`config.mk`:
```
export PLATFORM = sky130hd
export DESIGN_NAME = ptrc_bank
export DESIGN_NICKNAME = d
export VERILOG_FILES = /design/src/rtl/ptrc_port_cfg.v /design/src/rtl/ptrc_bank.v
export VERILOG_INCLUDE_DIRS = /design/src /design/src/shared
export SDC_FILE = /design/constraint.sdc
export NUM_CORES = 1
export LEC_CHECK = 0
export BUFFER_PORTS_ARGS = -buffer_cell sky130_fd_sc_hd__clkbuf_2
export CORE_MARGIN = 2
export CORE_UTILIZATION = 40
export CTS_CLUSTER_DIAMETER = 120
export CTS_CLUSTER_SIZE = 20
export DETAILED_ROUTE_END_ITERATION = 8
export GPL_TIMING_DRIVEN = 0
export PLACE_DENSITY = 0.73
export SYNTH_ARGS = -nofsm -noshare
export SYNTH_HDL_FRONTEND = slang
export SYNTH_HIERARCHICAL = 1
export SYNTH_SLANG_ARGS = --single-unit
```
`constraint.sdc`:
```
create_clock -name clock_i -period 12.07 [get_ports clock_i]
set_input_delay 0.6035 -clock clock_i [delete_from_list [all_inputs] [get_ports clock_i]]
set_output_delay 0.6035 -clock clock_i [all_outputs]
set_load 0.03 [all_outputs]
```
`src/shared/ptrc_consts.vh`:
```
// Register map and field constants of the per-port tag and rate-count bank.
// Assumes an 8-bit register space behind a 32-bit Avalon-MM word slave.
`ifndef PTRC_CONSTS_VH
`define PTRC_CONSTS_VH

// ----------------------------------------------------------------
// Register indices (byte address is four times the index)
// ----------------------------------------------------------------
`define PTRC_IDX_P1_VID_LO 8'h14
`define PTRC_IDX_P1_CTRL5 8'h15
`define PTRC_IDX_P2_VID_LO 8'h24
`define PTRC_IDX_P2_CTRL5 8'h25
`define PTRC_IDX_P3_VID_LO 8'h34
`define PTRC_IDX_P3_CTRL5 8'h35
`define PTRC_IDX_P1_VID_HI 8'h13
`define PTRC_IDX_P2_VID_HI 8'h23
`define PTRC_IDX_P3_VID_HI 8'h33
`define PTRC_IDX_W 8

// ----------------------------------------------------------------
// Reset values and fields
// ----------------------------------------------------------------
`define PTRC_VID_LO_RST 8'h01
`define PTRC_VID_HI_RST 8'h00
`define PTRC_CTRL5_RST 8'h00
`define PTRC_B_MAC_MODE 7
`define PTRC_B_SAF1 6
`define PTRC_B_SAF2 5
`define PTRC_B_DROP_TAG 4
`define PTRC_F_LIM_HI 3
`define PTRC_F_LIM_LO 2
`define PTRC_B_GAP 1
`define PTRC_B_PRE 0
`define PTRC_P3_MASK 8'h9f
`define PTRC_LIM_ALL 2'h0
`define PTRC_LIM_BMF 2'h1
`define PTRC_LIM_BC 2'h3
`define PTRC_GAP_BYTES 5'h0c
`define PTRC_PRE_BYTES 5'h08
`define PTRC_RDLAT 1'b1
`define PTRC_STRAP_WAIT 2'h2
`define PTRC_STRAP_DONE 2'h3

`endif

```
`src/rtl/ptrc_port_cfg.v`:
```
// One port's classification logic driven by its tag and control bytes.
// Assumes frame descriptors arrive synchronous to clock_i.
`include "ptrc_consts.vh"

module ptrc_port_cfg (
  input wire [7:0] vid_lo_i,
  input wire [7:0] vid_hi_i,
  input wire [7:0] ctrl_i,
  input wire tagged_i,
  input wire [11:0] frm_vid_i,
  input wire is_bc_i,
  input wire is_mc_i,
  input wire is_flood_i,
  output wire [15:0] ins_tag_o,
  output wire [11:0] lookup_vid_o,
  output wire drop_o,
  output wire limit_count_o,
  output wire [4:0] extra_bytes_o
);
  reg lim_sel;

  // Default tag for untagged ingress and egress insertion
  assign ins_tag_o = {vid_hi_i, vid_lo_i};
  // Null VID falls back to the port default too
  assign lookup_vid_o = (!tagged_i || frm_vid_i == 12'h000) ?
    {vid_hi_i[3:0], vid_lo_i} : frm_vid_i;
  assign drop_o = tagged_i && ctrl_i[`PTRC_B_DROP_TAG];

  always @* begin
    case (ctrl_i[`PTRC_F_LIM_HI:`PTRC_F_LIM_LO])
      `PTRC_LIM_ALL: lim_sel = 1'b1;
      `PTRC_LIM_BMF: lim_sel = is_bc_i | is_mc_i | is_flood_i;
      `PTRC_LIM_BC: lim_sel = is_bc_i;
      default: lim_sel = 1'b1;
    endcase
  end
  assign limit_count_o = lim_sel;

  assign extra_bytes_o =
    (ctrl_i[`PTRC_B_GAP] ? `PTRC_GAP_BYTES : 5'h00) +
    (ctrl_i[`PTRC_B_PRE] ? `PTRC_PRE_BYTES : 5'h00);
endmodule

```
`src/rtl/ptrc_bank.v`:
```
// Three-port default tag and filter/rate-count control register bank.
// Assumes an Avalon-MM master on clock_i and a strap pin from outside.
`include "ptrc_consts.vh"

// Contract
// - Per-port default VID low byte, reset 01
// - High tag byte: priority, CFI, VID high
// - Default tag tags untagged frames, egress insertion
// - Untagged or null VID uses default VID
// - Port 3 bit 7: one MAC, zero PHY
// - Bit 7 reserved; port 1 bit gates clock
// - Bit 6 enables first address filter
// - Bit 5 enables second address filter
// - Bits 3:2 select counted frame kind
// - Bit 1 adds twelve gap bytes
// - Bit 0 adds eight preamble bytes
// - Copies per port at 14, 24, 34
module ptrc_bank (
  input wire clock_i,
  input wire sys_rst_i,
  input wire [9:0] avs_address_i,
  input wire avs_read_i,
  input wire avs_write_i,
  input wire [31:0] avs_writedata_i,
  input wire [3:0] avs_byteenable_i,
  output reg [31:0] avs_readdata_o,
  output reg avs_waitrequest_o,
  input wire port3_rx_valid_strap_pin_i,
  input wire [2:0] rx_tagged_i,
  input wire [35:0] rx_vid_i,
  input wire [2:0] rx_bc_i,
  input wire [2:0] rx_mc_i,
  input wire [2:0] rx_flood_i,
  output reg [47:0] ins_tag_o,
  output reg [35:0] lookup_vid_o,
  output reg [2:0] drop_o,
  output reg [2:0] limit_count_o,
  output reg [14:0] extra_bytes_o,
  output reg port3_mac_mode_o,
  output reg [1:0] saf1_en_o,
  output reg [1:0] saf2_en_o,
  output reg clk25_off_o
);
  // ----------------------------------------------------------------
  // Storage
  // ----------------------------------------------------------------
  reg [7:0] vid_lo_r [0:2];
  reg [7:0] vid_hi_r [0:2];
  reg [7:0] ctrl_r [0:2];
  reg strap_s1_r;
  reg strap_s2_r;
  reg [1:0] strap_cnt_r;
  reg pend_r;
  reg [31:0] rd_nxt;
  wire [47:0] tag_w;
  wire [35:0] lvid_w;
  wire [2:0] drop_w;
  wire [2:0] lim_w;
  wire [14:0] xb_w;
  wire [7:0] idx_w;
  wire acc_w;
  integer i;

  assign idx_w = avs_address_i[9:2];
  assign acc_w = avs_read_i | avs_write_i;

  // Port number 0..2 from the index high nibble, 3 when unmapped
  function [1:0] port_of;
    input [7:0] idx;
    begin
      case (idx)
        `PTRC_IDX_P1_VID_LO, `PTRC_IDX_P1_CTRL5,
        `PTRC_IDX_P1_VID_HI: port_of = 2'd0;
        `PTRC_IDX_P2_VID_LO, `PTRC_IDX_P2_CTRL5,
        `PTRC_IDX_P2_VID_HI: port_of = 2'd1;
        `PTRC_IDX_P3_VID_LO, `PTRC_IDX_P3_CTRL5,
        `PTRC_IDX_P3_VID_HI: port_of = 2'd2;
        default: port_of = 2'd3;
      endcase
    end
  endfunction

  // Register kind: 0 low VID, 1 control, 2 high tag byte
  function [1:0] kind_of;
    input [7:0] idx;
    begin
      case (idx[3:0])
        4'h4: kind_of = 2'd0;
        4'h5: kind_of = 2'd1;
        4'h3: kind_of = 2'd2;
        default: kind_of = 2'd3;
      endcase
    end
  endfunction

  // ----------------------------------------------------------------
  // Strap synchroniser
  // ----------------------------------------------------------------
  always @(posedge clock_i or posedge sys_rst_i) begin
    if (sys_rst_i) begin
      strap_s1_r <= 1'b0;
      strap_s2_r <= 1'b0;
    end else begin
      strap_s1_r <= port3_rx_valid_strap_pin_i;
      strap_s2_r <= strap_s1_r;
    end
  end

  // ----------------------------------------------------------------
  // Avalon slave: one wait cycle, then answer
  // ----------------------------------------------------------------
  always @* begin
    rd_nxt = 32'h0000_0000;
    if (port_of(idx_w) != 2'd3) begin
      case (kind_of(idx_w))
        2'd0: rd_nxt[7:0] = vid_lo_r[port_of(idx_w)];
        2'd1: rd_nxt[7:0] = ctrl_r[port_of(idx_w)];
        2'd2: rd_nxt[7:0] = vid_hi_r[port_of(idx_w)];
        default: rd_nxt = 32'h0000_0000;
      endcase
    end
  end

  always @(posedge clock_i or posedge sys_rst_i) begin
    if (sys_rst_i) begin
      pend_r <= 1'b0;
      avs_waitrequest_o <= 1'b1;
      avs_readdata_o <= 32'h0000_0000;
    end else begin
      avs_waitrequest_o <= 1'b1;
      if (acc_w && !pend_r) begin
        pend_r <= `PTRC_RDLAT;
        avs_waitrequest_o <= 1'b0;
        avs_readdata_o <= avs_read_i ? rd_nxt : 32'h0000_0000;
      end else begin
        pend_r <= 1'b0;
      end
    end
  end

  // ----------------------------------------------------------------
  // Register writes, taken at the edge that samples waitrequest low
  // ----------------------------------------------------------------
  always @(posedge clock_i or posedge sys_rst_i) begin
    if (sys_rst_i) begin
      for (i = 0; i < 3; i = i + 1) begin
        vid_lo_r[i] <= `PTRC_VID_LO_RST;
        vid_hi_r[i] <= `PTRC_VID_HI_RST;
        ctrl_r[i] <= `PTRC_CTRL5_RST;
      end
      strap_cnt_r <= 2'h0;
    end else begin
      // Wait until the synchroniser holds the pin, not its reset zero
      if (strap_cnt_r == `PTRC_STRAP_WAIT) begin
        ctrl_r[2][`PTRC_B_MAC_MODE] <= ~strap_s2_r;
      end
      if (strap_cnt_r != `PTRC_STRAP_DONE) begin
        strap_cnt_r <= strap_cnt_r + 2'h1;
      end
      if (avs_write_i && pend_r && avs_byteenable_i[0] &&
          port_of(idx_w) != 2'd3) begin
        case (kind_of(idx_w))
          2'd0: vid_lo_r[port_of(idx_w)] <= avs_writedata_i[7:0];
          2'd2: vid_hi_r[port_of(idx_w)] <= avs_writedata_i[7:0];
          2'd1: begin
            // Port 3 has no filter bits; they stay zero
            if (port_of(idx_w) == 2'd2)
              ctrl_r[2] <= avs_writedata_i[7:0] & `PTRC_P3_MASK;
            else
              ctrl_r[port_of(idx_w)] <= avs_writedata_i[7:0];
          end
          default: vid_lo_r[0] <= vid_lo_r[0];
        endcase
      end
    end
  end

  // ----------------------------------------------------------------
  // Per-port classification
  // ----------------------------------------------------------------
  genvar g;
  generate
    for (g = 0; g < 3; g = g + 1) begin : gen_port
      ptrc_port_cfg u_cfg (
        .vid_lo_i(vid_lo_r[g]),
        .vid_hi_i(vid_hi_r[g]),
        .ctrl_i(ctrl_r[g]),
        .tagged_i(rx_tagged_i[g]),
        .frm_vid_i(rx_vid_i[g*12 +: 12]),
        .is_bc_i(rx_bc_i[g]),
        .is_mc_i(rx_mc_i[g]),
        .is_flood_i(rx_flood_i[g]),
        .ins_tag_o(tag_w[g*16 +: 16]),
        .lookup_vid_o(lvid_w[g*12 +: 12]),
        .drop_o(drop_w[g]),
        .limit_count_o(lim_w[g]),
        .extra_bytes_o(xb_w[g*5 +: 5])
      );
    end
  endgenerate

  // ----------------------------------------------------------------
  // Registered outputs, one cycle after the frame inputs
  // ----------------------------------------------------------------
  always @(posedge clock_i or posedge sys_rst_i) begin
    if (sys_rst_i) begin
      ins_tag_o <= 48'h0;
      lookup_vid_o <= 36'h0;
      drop_o <= 3'h0;
      limit_count_o <= 3'h0;
      extra_bytes_o <= 15'h0;
      port3_mac_mode_o <= 1'b0;
      saf1_en_o <= 2'h0;
      saf2_en_o <= 2'h0;
      clk25_off_o <= 1'b0;
    end else begin
      ins_tag_o <= tag_w;
      lookup_vid_o <= lvid_w;
      drop_o <= drop_w;
      limit_count_o <= lim_w;
      extra_bytes_o <= xb_w;
      port3_mac_mode_o <= ctrl_r[2][`PTRC_B_MAC_MODE];
      saf1_en_o <= {ctrl_r[1][`PTRC_B_SAF1],
                    ctrl_r[0][`PTRC_B_SAF1]};
      saf2_en_o <= {ctrl_r[1][`PTRC_B_SAF2],
                    ctrl_r[0][`PTRC_B_SAF2]};
      clk25_off_o <= ctrl_r[0][`PTRC_B_MAC_MODE];
    end
  end
endmodule

```
==> metrics.txt, run 1 <==
cts repair resizes=0; Tot Pwr=1400 µW; TritonCTS clock tree=yes; RSZ-0062 raised after global routing=no; WL per Instance=17.6 µm; Remaining Overflow, GRT=0; share of cells above drive strength 1=0.491; clk_skew=12.9 ps; VDD IR-drop max=101 µV; Largest stage delay, worst path=480 ps; area growth from synthesis to layout=25.4%; Critical Path, Cell by Cell=clkbuf_2 > clkbuf_1 > nor3b_2 > clkbuf_1 > a221o_1 > o211ai_1 > o2111ai_1; Tot GR Track Use=0.184; post-CTS setup buffers=0; final hold viol count=0; number of synthesized register bits=197; CP arrival=2450 ps; Post-Layout Cell Count=1088; Clock Tree Buf Depth=2; fill count=1691; n_diodes=0; commonest non-fill, non-tap cells in the layout=dfrtp_1 (193), clkbuf_2 (189), buf_4 (81), mux2_2 (67), a22o_1 (44); delay-heaviest family, CP=buffers and inverters; Critical path origin=avs_address_i[4]; DRC=0; Netlist cell types=48; min Tclk post-route=2120 ps; Worst path most repeated cell=clkbuf_1; number of max-cap violations=0; hold buffers post-CTS=0; ys flop type=dfrtp_1; I/O pins=243; Synth Instances=575; fin nets=914; number of CTS-inserted buffers=17; largest net degree at the start of global routing=112; Max transition margin=0.474; # setup viols final=0; number of DRC markers in iteration 0=256; Cell Area, Synth=8060 µm²; DR vias=5224; global-route wire length before repair=29.8 mm; CP Max Fanout=10; most common cell after layout, fill and taps aside=dfrtp_1; Least-Margin Pin Slew=788 ps; EDFF count, synth=0; Via density=4.80; initial antenna violation count=0; Final WS setup=9950 ps; RD Place Congestion=0.828; Reg-to-Reg Start=pend_r; worst hold path class=primary input to async pin; PortBufs=189; DRT Wirelength=19.1 mm; run status=complete, no violations; antenna viol nets, final=0; # H-tree levels=4; DRT Pass-1 Iters=5; FFs w/ async S/R, synth=1.00; Initial Util=0.411; CTS root buf=clkbuf_16; die span in x=146 µm; Die Ht=146 µm; YS warnings=6; crit share post-route=0.175; final slew viol count=0; dpl cells=1056; CP required=12400 ps; die area=21300 µm²; CP endpoint kind=register; LEAKAGE=0.00534 µW; PD cells=138 nW/µm²; sequential share of the synthesized area=0.612; worst-skew pair later-pin latency=430 ps; worst slack, placed=9540 ps; HPWL Detailed=13.8 mm; Fmax achieved=472 MHz; Hold Worst Slack=253 ps; WP buf/inv=3; CTS clk-pin slew, worst paths=70 ps; vias in the first global route=5274; clock net sink count=197; area of the core=19600 µm²; Avg Synthesized Cell Area=14.0 µm²; final setup TNS=0 ps; crit path kind=primary input to register; Placement Rows=51; Setup crit start kind=primary input; CP max stage cell=nor3b_2
kinds of logic (layout without fill, tap and decap cells):
kind of cell,after synthesis,count (layout),share of synthesized area
buf+inv,105,327,0.0915
fa+ha+maj,5,5,0.00776
xor+xnor,2,2,0.00217
mux,77,77,0.106
other cells,4,30,0.00186
compound gates,99,99,0.106
flops,197,197,0.612
simple gates,86,86,0.0719
sequential cells by signal, summed over array words and instances, names as in the netlist, 2 cells and up:
signal          cells
drop_o              3
ctrl_r             24
vid_lo_r           24
lookup_vid_o       36
saf2_en_o           2
limit_count_o       3
ins_tag_o          48
saf1_en_o           2
strap_cnt_r         2
avs_readdata_o      8
vid_hi_r           24
extra_bytes_o      15
area by class of cell:
class                   instances  area, µm²  area share
well taps                     265        332      0.0328
plain buffers                 102        726      0.0718
clock inverters                14        196      0.0194
flip-flops and latches        197       4930       0.488
repair buffers                190        973      0.0963
clock buffers                  18        439      0.0435
inverters                       3       18.8     0.00186
multi-input cells             299       2480       0.246
cell usage after synthesis, types with 2 or more instances:
cell       number  area [µm²]
o2111ai_1       8        70.1
buf_6           4        45.0
and2_1         11        68.8
xnor2_1         2        17.5
buf_2           7        35.0
nand2b_1        4        25.0
nor2b_1         5        31.3
dfstp_2         4         105
o21ai_0        14        70.1
dfrtp_1       193        4830
ha_1            5        62.6
nor2_1          8        30.0
nand3b_1       16         120
nand3_1         2        10.0
buf_4          81         608
a221o_1         8        80.1
clkbuf_1        9        33.8
nand2_2         2        12.5
a22o_1         44         385
nand2_1        15        56.3
a2111oi_4       3        82.6
o211ai_1        8        60.1
conb_1          4        15.0
o31ai_2         3        37.5
or4_1           9        67.6
a21oi_1         8        40.0
mux2i_1         8        80.1
mux2_1          2        22.5
mux2_2         67         754
inv_1           3        11.3
layer usage:
| layer | global-route usage | vias to the layer above | routed length, µm | share of wire |
|---|---|---|---|---|
| met2 | 0.290 | 181 | 9210 | 0.48 |
| met4 | 0.0848 | 0 | 599 | 0.031 |
| met1 | 0.243 | 2576 | 8300 | 0.43 |
| met5 | 0 | - | 0 | 0 |
| met3 | 0.0404 | 39 | 1010 | 0.053 |
| li1 | - | 2428 | - | - |
final timing paths:
path                                     end  depth (start not counted)  slack, ps
setup / recovery           avs_readdata_o[0]                          7       9950
max in group asynchronous       vid_lo_r[16]                          3      10860
hold reg to reg                   strap_s2_r                          0        350
hold / removal                 ins_tag_o[20]                          2        250
setup reg to reg                   ctrl_r[3]                          3      10120
min in group clock_i              strap_s1_r                          1        270
where the power goes:
part / switching (µW) / leakage [µW] / internal, µW / total [µW]
registers: 5.53 / 0.00265 / 673 / 678
clock network: 249 / 0.000309 / 355 / 604
logic: 77.4 / 0.00239 / 37.7 / 115
stage by stage:
step / area (µm²) / util
CTS: 10100 / 0.516
global placement: 9430 / 0.482
floorplan: 8160 / -
detailed placement: 9470 / 0.483
global route: 10100 / 0.516
finish: 10100 / 0.516
(Power assumes the default switching activity.)
==> run 2, diff against run 1 <==
==> constraint.sdc (replaced) <==
create_clock -name clock_i -period 2.1 [get_ports clock_i]
set_input_delay 0.105 -clock clock_i [delete_from_list [all_inputs] [get_ports clock_i]]
set_output_delay 0.105 -clock clock_i [all_outputs]
set_load 0.03 [all_outputs]
==> metrics.txt, run 2 (synthesis gave the netlist of run 1 again) <==
CTS clk-pin slew, worst paths=70 ps (about the same); VDD IR-drop max=554 µV (+450%); crit share post-route=0.978; RSZ-0062 raised after global routing=no; Clock Tree Buf Depth=2 (unchanged); clk_skew=9.57 ps (-3.34 ps); fin nets=971 (+6.2%); fin util=0.545 (+0.0290); CP required=2470 ps (-9930 ps); WP buf/inv=3 (unchanged); max FFs per register=48 (unchanged); global-route wire length before repair=32.1 mm (+7.6%); LEAKAGE=0.00557 µW (+4.3%); area of the core=19600 µm² (unchanged); PD cells=743 nW/µm² (+440%); Die Ht=146 µm (unchanged); Reg-to-Reg Start=pend_r; final slew viol count=0 (unchanged); Critical Path End=lookup_vid_o[23]; CP arrival=2420 ps (-30 ps); WP depth=6 (-1); met1 Track Usage GR=0.257 (+0.0136); Min-Delay Startpoint=avs_read_i; number of max-cap violations=0 (unchanged); worst-skew pair later-pin latency=430 ps (about the same); DRC=0 (unchanged); DRT Wirelength=20.5 mm (+7.4%); path depth of the worst reg2reg path=4 (+1); PortBufs=189 (unchanged); run status=complete, no violations; WL per Instance=17.9 µm (+2.1%); most used routing layer=met2; Max transition margin=0.449 (-0.0240); switching part of the total power=0.251 (+0.0131); antenna viol nets, final=0 (unchanged); met2 global-route usage=0.326 (+0.0358); # setup viols final=0 (unchanged); CP max stage cell=or4_1; Top Registers=ins_tag_o (48), lookup_vid_o (36); die span in x=146 µm (unchanged); Top reg by flops=ins_tag_o; commonest non-fill, non-tap cells in the layout=dfrtp_1 (193), clkbuf_2 (189), buf_4 (81), mux2_2 (67), dlygate4sd3_1 (53); largest net degree at the start of global routing=42 (-63%); CP Max Fanout=3 (-7); fill count=1658 (-2.0%); Sequential Area=4930 µm² (unchanged); Tot Pwr=7930 µW (+470%); vias in the first global route=5723 (+8.5%); Fmax achieved=487 MHz; die area=21300 µm² (unchanged); Hold Worst Slack=88.5 ps (-164 ps); TritonCTS clock tree=yes; Clock Power Share=0.412 (-0.020); n_diodes=0 (unchanged); Remaining Overflow, GRT=0 (unchanged); I/O pins=243 (unchanged); Setup crit start kind=primary input; share of cells above drive strength 1=0.465 (-0.0261); Worst path most repeated cell=dlygate4sd3_1; initial antenna violation count=0 (unchanged); Tot GR Track Use=0.197 (+0.0132); clock net sink count=197 (unchanged); Critical path origin=rx_vid_i[16]; most common cell after layout, fill and taps aside=dfrtp_1; combinational power share=0.096 (+0.014); Flop pwr share=0.492 (+0.007); multi-input logic area=2500 µm² (+0.55%); Placement Rows=51 (unchanged); met3 usage=0.0448 (+0.00439); crit path kind=primary input to register; post-CTS setup buffers=0 (unchanged); CTS root buf=clkbuf_16; # H-tree levels=4 (unchanged); area growth from synthesis to layout=32.4%; number of CTS-inserted buffers=17 (unchanged); Internal Power=5940 µW (+460%); RD Place Congestion=0.832 (+0.46%); HPWL Detailed=14.2 mm (+2.3%); Critical Path, Cell by Cell=dlygate4sd3_1 > clkbuf_2 > or4_1 > o31ai_4 > a22o_1 > dlygate4sd3_1; CP endpoint kind=register; DR vias=5530 (+5.9%); delay-heaviest family, CP=buffers and inverters; number of DRC markers in iteration 0=226 (-12%); min Tclk post-route=2050 ps; final hold viol count=0 (unchanged); Initial Util=0.411 (unchanged); Via density=4.83 (+0.59%); P_sw=1990 µW (+500%); DRT Pass-1 Iters=4 (-1); Least-Margin Pin Slew=824 ps (+36.0 ps); flop-to-flop setup slack=160 ps (-9960 ps); Largest stage delay, worst path=580 ps (+100 ps); Worst R2R End=vid_hi_r[21]; worst hold path class=primary input to register
## run 2: cell count changes in the layout (fill, tap and decap cells not counted), moves of 2 or more
cell / before / now
dlygate4sd3_1: 0 / 53
bufinv_16: 4 / 2
inv_6: 3 / 6
buf_12: 0 / 5
## run 2: how the worst min path moves through the flow
stage | slack [ps] | endpoint | cells after the start
after floorplan | 140 | strap_s1_r | 0
after global placement | 220 | strap_s1_r | 1
after detailed placement | 80 | lookup_vid_o[16] | 2
after CTS | 80 | avs_waitrequest_o | 2
after global routing | 90 | ctrl_r[12] | 2
final | 90 | avs_waitrequest_o | 2
## run 2: cell type report
class / instances / share of cell area
clock inverter: 15 / 0.0155
tap: 265 / 0.0311
timing repair buffer: 247 / 0.148
inverter: 3 / 0.00141
multi-input combinational: 299 / 0.234
sequential: 197 / 0.462
clock buffer: 17 / 0.0399
buffer: 102 / 0.0680
## run 2: routing by layer
layer,wire length [µm],share of wire
met1,8810,0.43
met2,10100,0.49
met3,1150,0.056
met4,453,0.022
met5,0,0
## run 2: power by group through the flow
stage | clock network [µW] | registers [µW] | logic (µW)
CTS | 3320 | 3900 | 757
finish | 3270 | 3900 | 764
floorplan | 0 | 4080 | 313
detailed placement | 0 | 3970 | 682
global placement | 0 | 3970 | 651
global route | 3490 | 3910 | 818
## run 2: through the flow
step	instance area [µm²]	TNS (ps)	instances	worst slack (ps)
floorplan	8160	-105790	601	-548
global placement	9440	-325830	1055	-1690
detailed placement	9540	0	1060	26.4
CTS	10700	0	1145	59.6
global route	10700	0	1145	6.02
finish	10700	0	1145	46.7
## run 2: repair_timing
action,in CTS,in global routing
endpoints found under the hold margin,131,0
endpoints found under the setup margin,0,8
hold buffers,53,0
resized for setup,0,2
